--- config.mk ---
export PLATFORM = sky130hd
export DESIGN_NAME = lbsd_control
export DESIGN_NICKNAME = d
export VERILOG_FILES = /design/src/rtl/lbsd_pkg.sv /design/src/rtl/lbsd_buffer.sv /design/src/rtl/lbsd_control.sv
export SDC_FILE = /design/constraint.sdc
export NUM_CORES = 1
export LEC_CHECK = 0
export ABC_AREA = 1
export BUFFER_PORTS_ARGS = -buffer_cell sky130_fd_sc_hd__buf_4
export CORE_ASPECT_RATIO = 1.75
export CORE_MARGIN = 5
export CORE_UTILIZATION = 59
export CTS_BUF_LIST = sky130_fd_sc_hd__clkbuf_8
export DETAILED_ROUTE_END_ITERATION = 12
export MAX_ROUTING_LAYER = met4
export PLACE_DENSITY = 0.79
export SETUP_SLACK_MARGIN = 0.02
export SLEW_MARGIN = 0
export SYNTH_ARGS = -nofsm -noshare
export SYNTH_HDL_FRONTEND = slang
export SYNTH_SLANG_ARGS = --single-unit
--- constraint.sdc ---
create_clock -name clk_in -period 3.56 [get_ports clk_in]
set_input_delay 0.356 -clock clk_in [delete_from_list [all_inputs] [get_ports clk_in]]
set_output_delay 0.356 -clock clk_in [all_outputs]
set_load 0.01 [all_outputs]
--- src/rtl/lbsd_pkg.sv ---
package lbsd_pkg;

	// Timing base
	localparam int unsigned CLK_HZ = 32'd100_000_000;
	localparam int unsigned CYC_PER_MS = CLK_HZ / 32'd1000;

	// Button timing, in milliseconds as specified
	localparam int unsigned PRESS_MIN_MS = 32'd100;
	localparam int unsigned PRESS_LONG_MS = 32'd5000;
	localparam int unsigned DEBOUNCE_MS = 32'd10;
	localparam int unsigned PRESS_MIN_CYC = PRESS_MIN_MS * CYC_PER_MS;
	localparam int unsigned PRESS_LONG_CYC = PRESS_LONG_MS * CYC_PER_MS;
	localparam int unsigned DEBOUNCE_CYC = DEBOUNCE_MS * CYC_PER_MS;

	// Card clock ceiling; half period rounds up so the rate never exceeds it
	localparam int unsigned SD_MAX_HZ = 32'd33_000_000;
	localparam logic [3:0] SD_HALF_CYC =
		4'((CLK_HZ + 2 * SD_MAX_HZ - 1) / (2 * SD_MAX_HZ));

	// Command indices sent on the command line at mount and unmount
	localparam logic [5:0] CMD_MOUNT = 6'h07;
	localparam logic [5:0] CMD_UNMOUNT = 6'h0f;

	// Bit counts of the serial frames after the start bit
	localparam logic [3:0] CMD_TAIL_BITS = 4'h8;
	localparam logic [3:0] DAT_TAIL_BITS = 4'h9;

	// Reset values
	localparam logic BTN_IDLE = 1'b1;
	localparam logic LINE_IDLE = 1'b1;

	typedef enum logic [1:0] {
		LBSD_IDLE = 2'b00,
		LBSD_CMD = 2'b01,
		LBSD_DAT = 2'b10,
		LBSD_BUSY = 2'b11
	} lbsd_phase_type;

	typedef struct packed {
		logic valid;
		logic [7:0] data;
	} lbsd_stream_type;

	typedef struct packed {
		logic [1:0][7:0] mem;
		logic wr_ptr;
		logic rd_ptr;
		logic [1:0] count;
	} lbsd_buf_state_type;

	typedef struct packed {
		logic btn_s1;
		logic btn_s2;
		logic deb;
		logic [31:0] deb_cnt;
		logic [31:0] press_cnt;
		logic logging;
		logic mounted;
		logic [3:0] div_cnt;
		logic sd_clk;
		logic dat_s1;
		logic dat_s2;
		lbsd_phase_type phase;
		logic [9:0] shift;
		logic [3:0] bits;
		logic cmd_pending;
		logic [5:0] cmd_code;
		logic cmd_line;
		logic dat_line;
		logic dat_oe;
	} lbsd_state_type;

endpackage
--- src/rtl/lbsd_buffer.sv ---
`timescale 1ns/1ns
`default_nettype none

module lbsd_buffer (
	// Clock and reset
	input wire logic clk_in,
	input wire logic rst_in,
	input wire logic ce_in,
	// Filling side
	input wire lbsd_pkg::lbsd_stream_type wr_in,
	output logic wr_ready_out,
	// Draining side
	output lbsd_pkg::lbsd_stream_type rd_out,
	input wire logic rd_ready_in
);

	lbsd_pkg::lbsd_buf_state_type st;
	lbsd_pkg::lbsd_buf_state_type next_st;
	logic push;
	logic pop;

	// Handshakes; full and empty come straight from the count
	assign wr_ready_out = (st.count != 2'h2);
	assign rd_out = {(st.count != 2'h0), st.mem[st.rd_ptr]};
	assign push = wr_in.valid && wr_ready_out;
	assign pop = rd_out.valid && rd_ready_in;

	// Next state; push and pop in one cycle leave the count alone
	always_comb begin
		next_st = st;
		if (push) begin
			next_st.mem[st.wr_ptr] = wr_in.data;
			next_st.wr_ptr = ~st.wr_ptr;
		end
		if (pop) begin
			next_st.rd_ptr = ~st.rd_ptr;
		end
		if (push && !pop) begin
			next_st.count = st.count + 2'h1;
		end else if (pop && !push) begin
			next_st.count = st.count - 2'h1;
		end
	end

	// State register, frozen while the clock enable is low
	always_ff @(posedge clk_in or posedge rst_in) begin
		if (rst_in) begin
			st <= '0;
		end else if (ce_in) begin
			st <= next_st;
		end
	end

	// Never more than two words held
	a_buf_count: assert property (@(posedge clk_in) disable iff (rst_in)
		st.count <= 2'h2)
		else $error("buffer count above two");

endmodule

`default_nettype wire

--- src/rtl/lbsd_control.sv ---
`timescale 1ns/1ns
`default_nettype none

// Overview of operation
// - Button low between 100 ms and 5 s toggles logging on or off.
// - Button low over 5 s, then released, toggles the card mount state.
// - Button is debounced inside, so a bare mechanical contact works.
// - The logging status LED shows whether the card is mounted.
// - One-bit card bus: host drives clock and command, data line two-way.
// - Card clock never runs faster than 33 MHz.
// - Button idles high through a pull-up; a press is a low level.
module lbsd_control #(
	parameter int unsigned DEBOUNCE_CYC = lbsd_pkg::DEBOUNCE_CYC,
	parameter int unsigned PRESS_MIN_CYC = lbsd_pkg::PRESS_MIN_CYC,
	parameter int unsigned PRESS_LONG_CYC = lbsd_pkg::PRESS_LONG_CYC
) (
	// Clock, reset, enable
	input wire logic clk_in,
	input wire logic rst_in,
	input wire logic ce_in,
	// Push-button pin
	input wire logic log_push_button_in,
	// Log data stream
	input wire lbsd_pkg::lbsd_stream_type log_data_in,
	output logic log_ready_out,
	// Card bus
	output logic sd_clk_out,
	output logic sd_cmd_out,
	input wire logic sd_dat0_in,
	output logic sd_dat0_out,
	output logic sd_dat0_oe_out,
	// Status
	output logic logging_on_out,
	output logic logging_status_led_out
);

	lbsd_pkg::lbsd_state_type st;
	lbsd_pkg::lbsd_state_type next_st;
	lbsd_pkg::lbsd_stream_type buf_out;
	logic take;
	logic fall_tick;
	logic release_evt;

	// Two-entry buffer so a stalled card loses no word
	lbsd_buffer u_buffer (
		.clk_in(clk_in),
		.rst_in(rst_in),
		.ce_in(ce_in),
		.wr_in(log_data_in),
		.wr_ready_out(log_ready_out),
		.rd_out(buf_out),
		.rd_ready_in(take)
	);

	// Outputs straight from state flops
	assign sd_clk_out = st.sd_clk;
	assign sd_cmd_out = st.cmd_line;
	assign sd_dat0_out = st.dat_line;
	assign sd_dat0_oe_out = st.dat_oe;
	assign logging_on_out = st.logging;
	assign logging_status_led_out = st.mounted;

	// Data leaves only on a falling card clock, so the card sees it settled
	assign fall_tick = (st.div_cnt == lbsd_pkg::SD_HALF_CYC - 4'h1) && st.sd_clk;
	assign take = fall_tick && (st.phase == lbsd_pkg::LBSD_IDLE) &&
		!st.cmd_pending && st.logging && st.mounted && buf_out.valid;
	// Release seen from present state only, so no loop through next state
	assign release_evt = !st.deb && st.btn_s2 &&
		(st.deb_cnt >= DEBOUNCE_CYC - 32'h1);

	// Next state of the whole block
	always_comb begin
		next_st = st;

		// Pin synchronisers; first stage feeds only the second
		next_st.btn_s1 = log_push_button_in;
		next_st.btn_s2 = st.btn_s1;
		next_st.dat_s1 = sd_dat0_in;
		next_st.dat_s2 = st.dat_s1;

		// Debounce: accept a new level only after it stays put long enough
		if (st.btn_s2 == st.deb) begin
			next_st.deb_cnt = 32'h0;
		end else if (st.deb_cnt >= DEBOUNCE_CYC - 32'h1) begin
			next_st.deb = st.btn_s2;
			next_st.deb_cnt = 32'h0;
		end else begin
			next_st.deb_cnt = st.deb_cnt + 32'h1;
		end

		// Length of the press, saturating just past the long limit
		if (!st.deb) begin
			if (st.press_cnt <= PRESS_LONG_CYC) begin
				next_st.press_cnt = st.press_cnt + 32'h1;
			end
		end else begin
			next_st.press_cnt = 32'h0;
		end

		// Classify on release; short presses fall through untouched
		if (!st.deb && next_st.deb) begin
			next_st.press_cnt = 32'h0;
			if (st.press_cnt > PRESS_LONG_CYC) begin
				next_st.mounted = !st.mounted;
				next_st.cmd_pending = 1'b1;
				next_st.cmd_code = st.mounted ? lbsd_pkg::CMD_UNMOUNT :
					lbsd_pkg::CMD_MOUNT;
			end else if (st.press_cnt >= PRESS_MIN_CYC) begin
				next_st.logging = !st.logging;
			end
		end

		// Card clock divider; half period fixed by the rate ceiling
		if (st.div_cnt == lbsd_pkg::SD_HALF_CYC - 4'h1) begin
			next_st.div_cnt = 4'h0;
			next_st.sd_clk = !st.sd_clk;
		end else begin
			next_st.div_cnt = st.div_cnt + 4'h1;
		end

		// Serial engine, stepped on each falling card clock
		if (fall_tick) begin
			case (st.phase)
				lbsd_pkg::LBSD_IDLE: begin
					if (st.cmd_pending) begin
						next_st.cmd_pending = release_evt && next_st.cmd_pending
							&& (next_st.mounted != st.mounted);
						next_st.cmd_line = 1'b0;
						next_st.shift = {1'b1, st.cmd_code, 1'b1, 2'b11};
						next_st.bits = lbsd_pkg::CMD_TAIL_BITS;
						next_st.phase = lbsd_pkg::LBSD_CMD;
					end else if (take) begin
						next_st.dat_oe = 1'b1;
						next_st.dat_line = 1'b0;
						next_st.shift = {buf_out.data, 1'b1, 1'b1};
						next_st.bits = lbsd_pkg::DAT_TAIL_BITS;
						next_st.phase = lbsd_pkg::LBSD_DAT;
					end
				end
				lbsd_pkg::LBSD_CMD: begin
					if (st.bits == 4'h0) begin
						next_st.cmd_line = lbsd_pkg::LINE_IDLE;
						next_st.phase = lbsd_pkg::LBSD_IDLE;
					end else begin
						next_st.cmd_line = st.shift[9];
						next_st.shift = {st.shift[8:0], 1'b1};
						next_st.bits = st.bits - 4'h1;
					end
				end
				lbsd_pkg::LBSD_DAT: begin
					if (st.bits == 4'h0) begin
						// Let go of the line so the card can signal busy
						next_st.dat_oe = 1'b0;
						next_st.dat_line = lbsd_pkg::LINE_IDLE;
						next_st.phase = lbsd_pkg::LBSD_BUSY;
					end else begin
						next_st.dat_line = st.shift[9];
						next_st.shift = {st.shift[8:0], 1'b1};
						next_st.bits = st.bits - 4'h1;
					end
				end
				lbsd_pkg::LBSD_BUSY: begin
					// Card holds the data line low while it is busy
					if (st.dat_s2) begin
						next_st.phase = lbsd_pkg::LBSD_IDLE;
					end
				end
				default: begin
					next_st.phase = lbsd_pkg::LBSD_IDLE;
				end
			endcase
		end
	end

	// State register; idle button level covers the pull-up before sampling
	always_ff @(posedge clk_in or posedge rst_in) begin
		if (rst_in) begin
			st <= '0;
			st.btn_s1 <= lbsd_pkg::BTN_IDLE;
			st.btn_s2 <= lbsd_pkg::BTN_IDLE;
			st.deb <= lbsd_pkg::BTN_IDLE;
			st.dat_s1 <= lbsd_pkg::LINE_IDLE;
			st.dat_s2 <= lbsd_pkg::LINE_IDLE;
			st.cmd_line <= lbsd_pkg::LINE_IDLE;
			st.dat_line <= lbsd_pkg::LINE_IDLE;
		end else if (ce_in) begin
			st <= next_st;
		end
	end

	// Checks on the push-button path
	a_short_no_change: assert property (@(posedge clk_in) disable iff (rst_in)
		(ce_in && release_evt && st.press_cnt < PRESS_MIN_CYC) |->
		(next_st.logging == st.logging && next_st.mounted == st.mounted))
		else $error("short press changed state");

	a_log_toggle: assert property (@(posedge clk_in) disable iff (rst_in)
		(ce_in && release_evt && st.press_cnt >= PRESS_MIN_CYC &&
		st.press_cnt <= PRESS_LONG_CYC) |=> (st.logging != $past(st.logging)) ||
		!$past(ce_in))
		else $error("logging did not toggle");

	a_mount_toggle: assert property (@(posedge clk_in) disable iff (rst_in)
		(ce_in && release_evt && st.press_cnt > PRESS_LONG_CYC) |->
		(next_st.mounted != st.mounted && next_st.logging == st.logging))
		else $error("mount did not toggle");

	a_debounce_level: assert property (@(posedge clk_in) disable iff (rst_in)
		$changed(st.deb) |-> (st.deb == $past(st.btn_s2)))
		else $error("debounced level not from pin");

	a_led_mount: assert property (@(posedge clk_in) disable iff (rst_in)
		$changed(logging_status_led_out) |->
		$past(ce_in && release_evt && st.press_cnt > PRESS_LONG_CYC))
		else $error("led changed without long press");

	a_idle_no_count: assert property (@(posedge clk_in) disable iff (rst_in)
		st.deb |-> (st.press_cnt == 32'h0))
		else $error("press counted while idle high");

	// Checks on the card bus
	a_clk_high_min: assert property (@(posedge clk_in) disable iff (rst_in)
		$rose(sd_clk_out) |-> sd_clk_out[*2])
		else $error("card clock high too short");

	a_clk_low_min: assert property (@(posedge clk_in) disable iff (rst_in)
		$fell(sd_clk_out) |-> !sd_clk_out[*2])
		else $error("card clock low too short");

	a_dat_own_frame: assert property (@(posedge clk_in) disable iff (rst_in)
		sd_dat0_oe_out |-> (st.phase == lbsd_pkg::LBSD_DAT))
		else $error("data line driven outside frame");

	a_cmd_idle_high: assert property (@(posedge clk_in) disable iff (rst_in)
		(st.phase == lbsd_pkg::LBSD_IDLE) |-> sd_cmd_out)
		else $error("command line low while idle");

endmodule

`default_nettype wire

==> summary.txt, run 1 <==
Status
  • Status: completed

Synth
  • Yosys reg bits: 118
  • Share of Yosys cell area claimed by the top area cell type: 41.3%
  • Synth Flop Type: dfrtp_1
  • Synth top area cells: dfrtp_1, nand2_1, nor2_1
  • Register area share after synthesis: 44.0%
  • Synth Instances: 953
  • Cell variety after synth: 33
  • Synth Area in XOR/XNOR: 3.78%
  • Synth Area in Adders: 1.86%
  • Simple-Gate Fraction of Synth Area: 34.2%
  • Synthesized area per cell: 7.06 sq um
  • List of most frequent post-synthesis cells: nand2_1, nor2_1, dfrtp_1, inv_1, o21ai_0
  • Multiplexer share of the synthesized area: 0.149%
  • Top-count cell post-synth: nand2_1
  • Syn Nets: 977
  • Compound-Gate Fraction of Synth Area: 7.91%
  • Async SR Flop Fraction: 100%
  • Post-synth EDFFs: 0
  • Synth Cell Area: 6730 sq um
  • Yosys top cell by area: dfrtp_1
  • Synth warnings: 0
  • Largest family of logic cells by synthesized area: simple AND/OR/NAND/NOR gates

Critical path
  • Largest stage delay on the critical path: 0.47 ns
  • Critical Path Source Type: register
  • Critical path class: reg2reg
  • Largest delay share family, worst path: simple AND/OR/NAND/NOR gates
  • Worst Path Arrival: 2.82 ns
  • CP cell instances: nand2_1 -> nor2_1 -> nand2_1 -> nor2_1 -> nand2_1 -> nand2_2 -> nand3_4 -> inv_2 -> nand2_2 -> nand2_2 -> nand2_1 -> nand2_1
  • CP Max Fanout: 32
  • Data required, critical path: 3.94 ns
  • CP most frequent cell: nand2_1
  • Critical path buffers and inverters: 1
  • CP Capture Type: register
  • Max stage delay cell, worst path: dfrtp_1

Final layout
  • Fill cells: 1006
  • Final instance area: 7360 sq um
  • # diodes: 0
  • Area growth, synth to finish: 9.41%
  • Share of cells above drive strength 1: 7.87%
  • Nets: 989

Routing
  • DRT Pass-1 Iters: 5
  • WL met3: 499 microns
  • Via count: 5948
  • Met2 wire length: 8.14 mm
  • DRC: 0
  • Routed WL: 15.3 mm
  • DR iter-0 viols: 242
  • Max layer used: met4
  • Avg WL per Cell: 13.8 microns
  • Via density: 5.36
  • Post-route ant nets: 0
  • Metal-1 WL: 5.90 mm

Clocking
  • CTS tree: yes
  • CTS Buf Count: 17
  • CTS resizes: 0
  • Postcts setup bufs: 0
  • Cts hold-fix bufs: 0
  • Clock transition at path regs: 0.09 ns
  • Deepest clock path buffer count: 2
  • H-tree level count: 4
  • Clock Latency Late Sink: 0.45 ns
  • Root buffer cell: clkbuf_8
  • Number of clock sinks: 118

Timing
  • Final worst path period need: 2.45 ns
  • Period utilization: 68.8%
  • Worst slew pin tran: 0.905 ns
  • RSZ-0062 raised after global routing: false
  • TNS Setup: 0 ns
  • Worst Skew: 0.0168 ns
  • Final setup vio count: 0
  • Final Hold Violating Endpoints: 0
  • Slew Viols, Final: 0
  • Max Freq: 409 MHz
  • Rel. slew slack: 39.6%

Power
  • Power density cells: 542 nW/um^2
  • Static leakage: 3.49 nW
  • Peak VDD IR: 0.506 mV

Die
  • Floorplan core area: 11200 sq um
  • Die Footprint: 13700 sq um
  • Initial Utilization: 60.2%
  • Die H: 151 microns
  • # rows: 51
  • Io pins: 21
  • Chip width: 90.7 microns

GRT
  • Largest net degree at the start of global routing: 119
  • Grt ovf: 0
  • Gr usage total: 24.3%
  • Initial antenna violation count: 0
  • Global-route wire length before repair: 26.4 mm
  • Vias in the first global route: 5885

Job
  • MaxCap Viol Count: 0

Place
  • Port Buffers: 20
  • RD Place Congestion: 1.02
  • HPWL after DPL: 10.8 mm
  • DP Area: 6950 sq um

Min path
  • Hold WC Path Type: in2async
flip-flops by register name (all words and copies together) (netlist names):
register                flops
sd_cmd_out                  1
sd_clk_out                  1
logging_on_out              1
sd_dat0_out                 1
st                         90
logging_status_led_out      1
next_st                     2
u_buffer.st                20
sd_dat0_oe_out              1
logic make-up after synthesis:
logic type | after synthesis
AOI/OAI and AO/OA | 98
xor gates and xnor gates | 29
adders and majority gates | 10
buffers and inverters | 138
DFF | 118
muxes | 1
and+or+nand+nor | 559
report_power, final:
part / switching [mW] / leakage, nW / total (mW) / internal (mW)
Combinational: 0.562 / 1.74 / 0.915 / 0.353
Clock: 0.619 / 0.204 / 1.28 / 0.661
Sequential: 0.196 / 1.55 / 1.79 / 1.60
Total: 1.38 / 3.49 / 3.99 / 2.61
path summary, 6_finish.rpt:
path                                          startpoint                        to  depth (start not counted)  slack, ns
worst min register to register  next_st[100]$_DFFE_PP1P_  next_st[100]$_DFFE_PP1P_                          2       0.48
worst max-delay path                  st[54]$_DFFE_PP0P_        st[38]$_DFFE_PP0P_                         12       1.11
worst max register to register        st[54]$_DFFE_PP0P_        st[38]$_DFFE_PP0P_                         12       1.11
worst min-delay path                              rst_in        st[98]$_DFFE_PP0P_                          3       0.06
min in group clk_in                           sd_dat0_in   next_st[26]$_DFFE_PP1P_                          3       0.12
max in group asynchronous                         rst_in        st[23]$_DFFE_PP0P_                          3       3.02
per-layer routing:
metal	GRT usage [%]	up-vias
met2	43.5	124
met1	25.1	2738
li1	-	3036
met4	13.9	0
met5	-	-
met3	3.93	50
tightest hold or removal path, delay by kind of cell:
family | cells | cell delay [ns]
buf+inv | 3 | 0.61
cell usage in the layout, fill, tap and decap left out, types with 2 or more instances in the layout:
cell type,synthesis,final
nand2_2,4,4
nor2_1,155,155
buf_4,1,24
a211oi_1,3,3
inv_6,0,6
nand4_1,42,42
o21ai_0,65,65
clkinvlp_4,0,2
or2_2,4,4
xor2_1,22,22
clkinv_4,0,3
a21oi_1,14,14
dfstp_2,7,7
nand2_1,309,309
inv_1,104,103
clkbuf_8,0,18
nor3_1,9,9
nand3_1,32,32
bufinv_16,0,2
dfrtp_1,111,111
xnor2_1,7,7
ha_1,10,10
o22ai_1,11,11
stage by stage:
stage	cells	util (%)	worst slack (ns)	hold WS [ns]	power (mW)
after floorplan	953	-	0.0865	0.435	2.46
after global placement	1078	62.2	1.17	0.451	2.71
after detailed placement	1078	62.2	1.14	0.461	2.74
after CTS	1110	65.9	1.10	0.0974	4.02
after global routing	1110	65.9	0.789	0.115	4.26
final	1110	65.9	1.11	0.0592	3.99
area by class of cell:
type	instances	area [sq um]	share of cell area (%)
multi-input combinational	697	3220	43.7
timing repair buffer	25	200	2.72
clock buffer	18	248	3.37
tap	132	165	2.24
sequential	118	2960	40.2
clock inverter	14	165	2.24
inverter	106	400	5.44
Power figures use the tool's default switching activity.
==> run 2, diff against run 1 <==
- CORE_UTILIZATION: 59 -> 65
- PLACE_DENSITY: 0.79 -> 0.83
- clock period: 3.56 -> 2.35 ns (I/O delays scaled with it)
==> summary.txt, run 2 (synthesis results as in run 1) <==
Status
  • Status: completed

Power
  • Static leakage: 3.57 nW (+2.2%)
  • Pint: 4.12 mW (+58%)
  • Tot Pwr: 6.17 mW (+55%)
  • Sw frac: 33.2% (-1.3 points)
  • Sw Pwr: 2.05 mW (+49%)
  • Clock share of power: 31.5% (-0.6 points)
  • Seq pwr share: 43.9% (-1.1 points)
  • Part of the power in combinational logic: 24.6% (+1.7 points)
  • Power density cells: 821 nW/um^2 (+51%)
  • Peak VDD IR: 0.746 mV (+47%)

Timing
  • Rel. slew slack: 54.4% (+15 points)
  • Period utilization: 91.8% (+23 points)
  • Slew Viols, Final: 0 (unchanged)
  • Worst Setup Slack, final: 0.193 ns (-0.919 ns)
  • Final Hold Violating Endpoints: 0 (unchanged)
  • TNS Setup: 0 ns (unchanged)
  • Worst Skew: 0.00932 ns (-0.00751 ns)
  • Worst slew pin tran: 0.683 ns (-0.222 ns)
  • RSZ-0062 raised after global routing: false
  • Final setup vio count: 0 (unchanged)
  • Hold slack: 0.0141 ns (-0.0452 ns)
  • Max Freq: 464 MHz (+14%)
  • Final worst path period need: 2.16 ns (-0.291 ns)

GRT
  • Busiest grt layer: met2
  • Met2 Usage GRT: 48.6% (+5.1 points)
  • Global-route wire length before repair: 27.2 mm (+3.3%)
  • Initial antenna violation count: 0 (unchanged)
  • Met1 Usage GRT: 29.9% (+4.8 points)
  • Gr usage total: 28.4% (+4.0 points)
  • Grt ovf: 0 (unchanged)
  • Met3 GRT Util: 5.25% (+1.3 points)
  • Largest net degree at the start of global routing: 61 (-49%)
  • Vias in the first global route: 6037 (+2.6%)

Clocking
  • Clock transition at path regs: 0.07 ns (-0.02 ns)
  • H-tree level count: 4 (unchanged)
  • CTS Buf Count: 17 (unchanged)
  • Root buffer cell: clkbuf_8
  • Number of clock sinks: 118 (unchanged)
  • Deepest clock path buffer count: 2 (unchanged)
  • Clock Latency Late Sink: 0.44 ns (about the same)
  • CTS tree: yes

Critical path
  • Critical Path Source Type: register
  • CP Capture Type: register
  • Worst R2R End: u_buffer.st[1]$_DFFE_PP0P_
  • CP Max Fanout: 4 (-88%)
  • Data required, critical path: 2.66 ns (-1.28 ns)
  • Critical path class: reg2reg
  • R2r setup slk: 0.19 ns (-0.92 ns)
  • FF-to-FF path depth: 10 (-2)
  • Worst Path Arrival: 2.47 ns (-0.35 ns)
  • Worst reg2reg startpoint: st[24]$_DFFE_PP0P_
  • Setup crit start: st[24]$_DFFE_PP0P_

Final layout
  • Nets: 1007 (+1.8%)
  • Commonest non-fill, non-tap cells in the layout: nand2_1, nor2_1, dfrtp_1, inv_1, o21ai_0
  • Share of cells above drive strength 1: 9.65% (+1.8 points)
  • Most common cell after layout, fill and taps aside: nand2_1
  • Register Area: 2960 sq um (unchanged)
  • Most flops, register: st
  • Fill cells: 813 (-19%)
  • # diodes: 0 (unchanged)
  • Max reg flops: 90 (unchanged)
  • Area growth, synth to finish: 11.8%
  • Util after Layout: 73.5% (+7.6 points)
  • Multi-input combinational cell area: 3230 sq um (+0.47%)

Min path
  • Worst hold path cell count: 3
  • Hold Startpoint: sd_dat0_in
  • Hold WC Path Type: in2reg
  • Hold Path End: next_st[26]$_DFFE_PP1P_

Place
  • RD Place Congestion: 1.02 (-0.13%)
  • Pre-CTS WS: 0.0698 ns (-1.07 ns)
  • Port Buffers: 20 (unchanged)
  • HPWL after DPL: 11.5 mm (+6.5%)

Routing
  • DRT Pass-1 Iters: 5 (unchanged)
  • Via count: 6068 (+2.0%)
  • Via density: 5.41 (+0.93%)
  • DRC: 0 (unchanged)
  • Avg WL per Cell: 14.2 microns (+2.8%)
  • Post-route ant nets: 0 (unchanged)
  • Routed WL: 15.9 mm (+3.9%)
  • DR iter-0 viols: 306 (+26%)

Die
  • Initial Utilization: 65.7% (+5.5 points)
  • Chip width: 86.9 microns (-4.2%)
  • Io pins: 21 (unchanged)
  • # rows: 49 (-3.9%)
  • Floorplan core area: 10200 sq um (-8.3%)
  • Die Footprint: 12600 sq um (-8.4%)
  • Die H: 145 microns (-4.4%)

Job
  • MaxCap Viol Count: 0 (unchanged)
-- run 2: cell types whose count changed in the layout (fill, tap and decap cells not counted), sizes merged --
cell / previous run / this run
clkbuf: 18 / 19
inv: 112 / 105
bufinv: 2 / 3
clkinv: 4 / 5
dlygate4sd3: 0 / 2
clkinvlp: 2 / 5
buf: 25 / 41
-- run 2: critical path: stages, from the launching register on --
cell and delay (ns):
dfrtp_1 0.42, inv_2 0.11, ha_4 0.16, inv_1 0.07
nor2_2 0.11, nand4_1 0.17, ha_1 0.32, or2_2 0.32
a21oi_1 0.11, o21ai_0 0.11, xor2_1 0.15
-- run 2: what timing repair did --
action                     CTS  global route
resized for setup            0             5
setup endpoints to repair    0             1
setup buffers                0             1
hold buffers                 2             0
hold endpoints to repair    26             0
-- run 2: power groups by stage --
stage / combinational [mW] / clock (mW) / sequential, mW
final: 1.52 / 1.95 / 2.71
after CTS: 1.48 / 1.96 / 2.70
after floorplan: 1.06 / 0 / 2.67
after global routing: 1.74 / 2.07 / 2.76
after global placement: 1.43 / 0 / 2.71
after detailed placement: 1.47 / 0 / 2.73
-- run 2: metal layers --
layer,routed length [microns],part of all wire (%)
met5,0,0
met4,779,4.9
met3,612,3.9
met2,8390,53
met1,6110,38
-- run 2: through the flow --
step                area [sq um]  cells
detailed placement          7070   1088
global route                7520   1122
global placement            7070   1088
floorplan                   6730    953
finish                      7520   1122
CTS                         7500   1121
-- run 2: how the worst max path moves through the flow --
stage | end | cells past startpoint
floorplan | u_buffer.st[1]$_DFFE_PP0P_ | 10
CTS | u_buffer.st[1]$_DFFE_PP0P_ | 10
finish | u_buffer.st[1]$_DFFE_PP0P_ | 10
detailed placement | u_buffer.st[1]$_DFFE_PP0P_ | 10
global route | u_buffer.st[1]$_DFFE_PP0P_ | 10
global placement | u_buffer.st[1]$_DFFE_PP0P_ | 10
-- run 2: cell type report --
class / count / area share, %
Clock buffer: 19 / 3.48
Clock inverter: 12 / 2.03
Inverter: 106 / 5.34
Multi-Input combinational cell: 697 / 43.0
Sequential cell: 118 / 39.4
Tap cell: 127 / 2.11
Timing Repair Buffer: 43 / 4.69
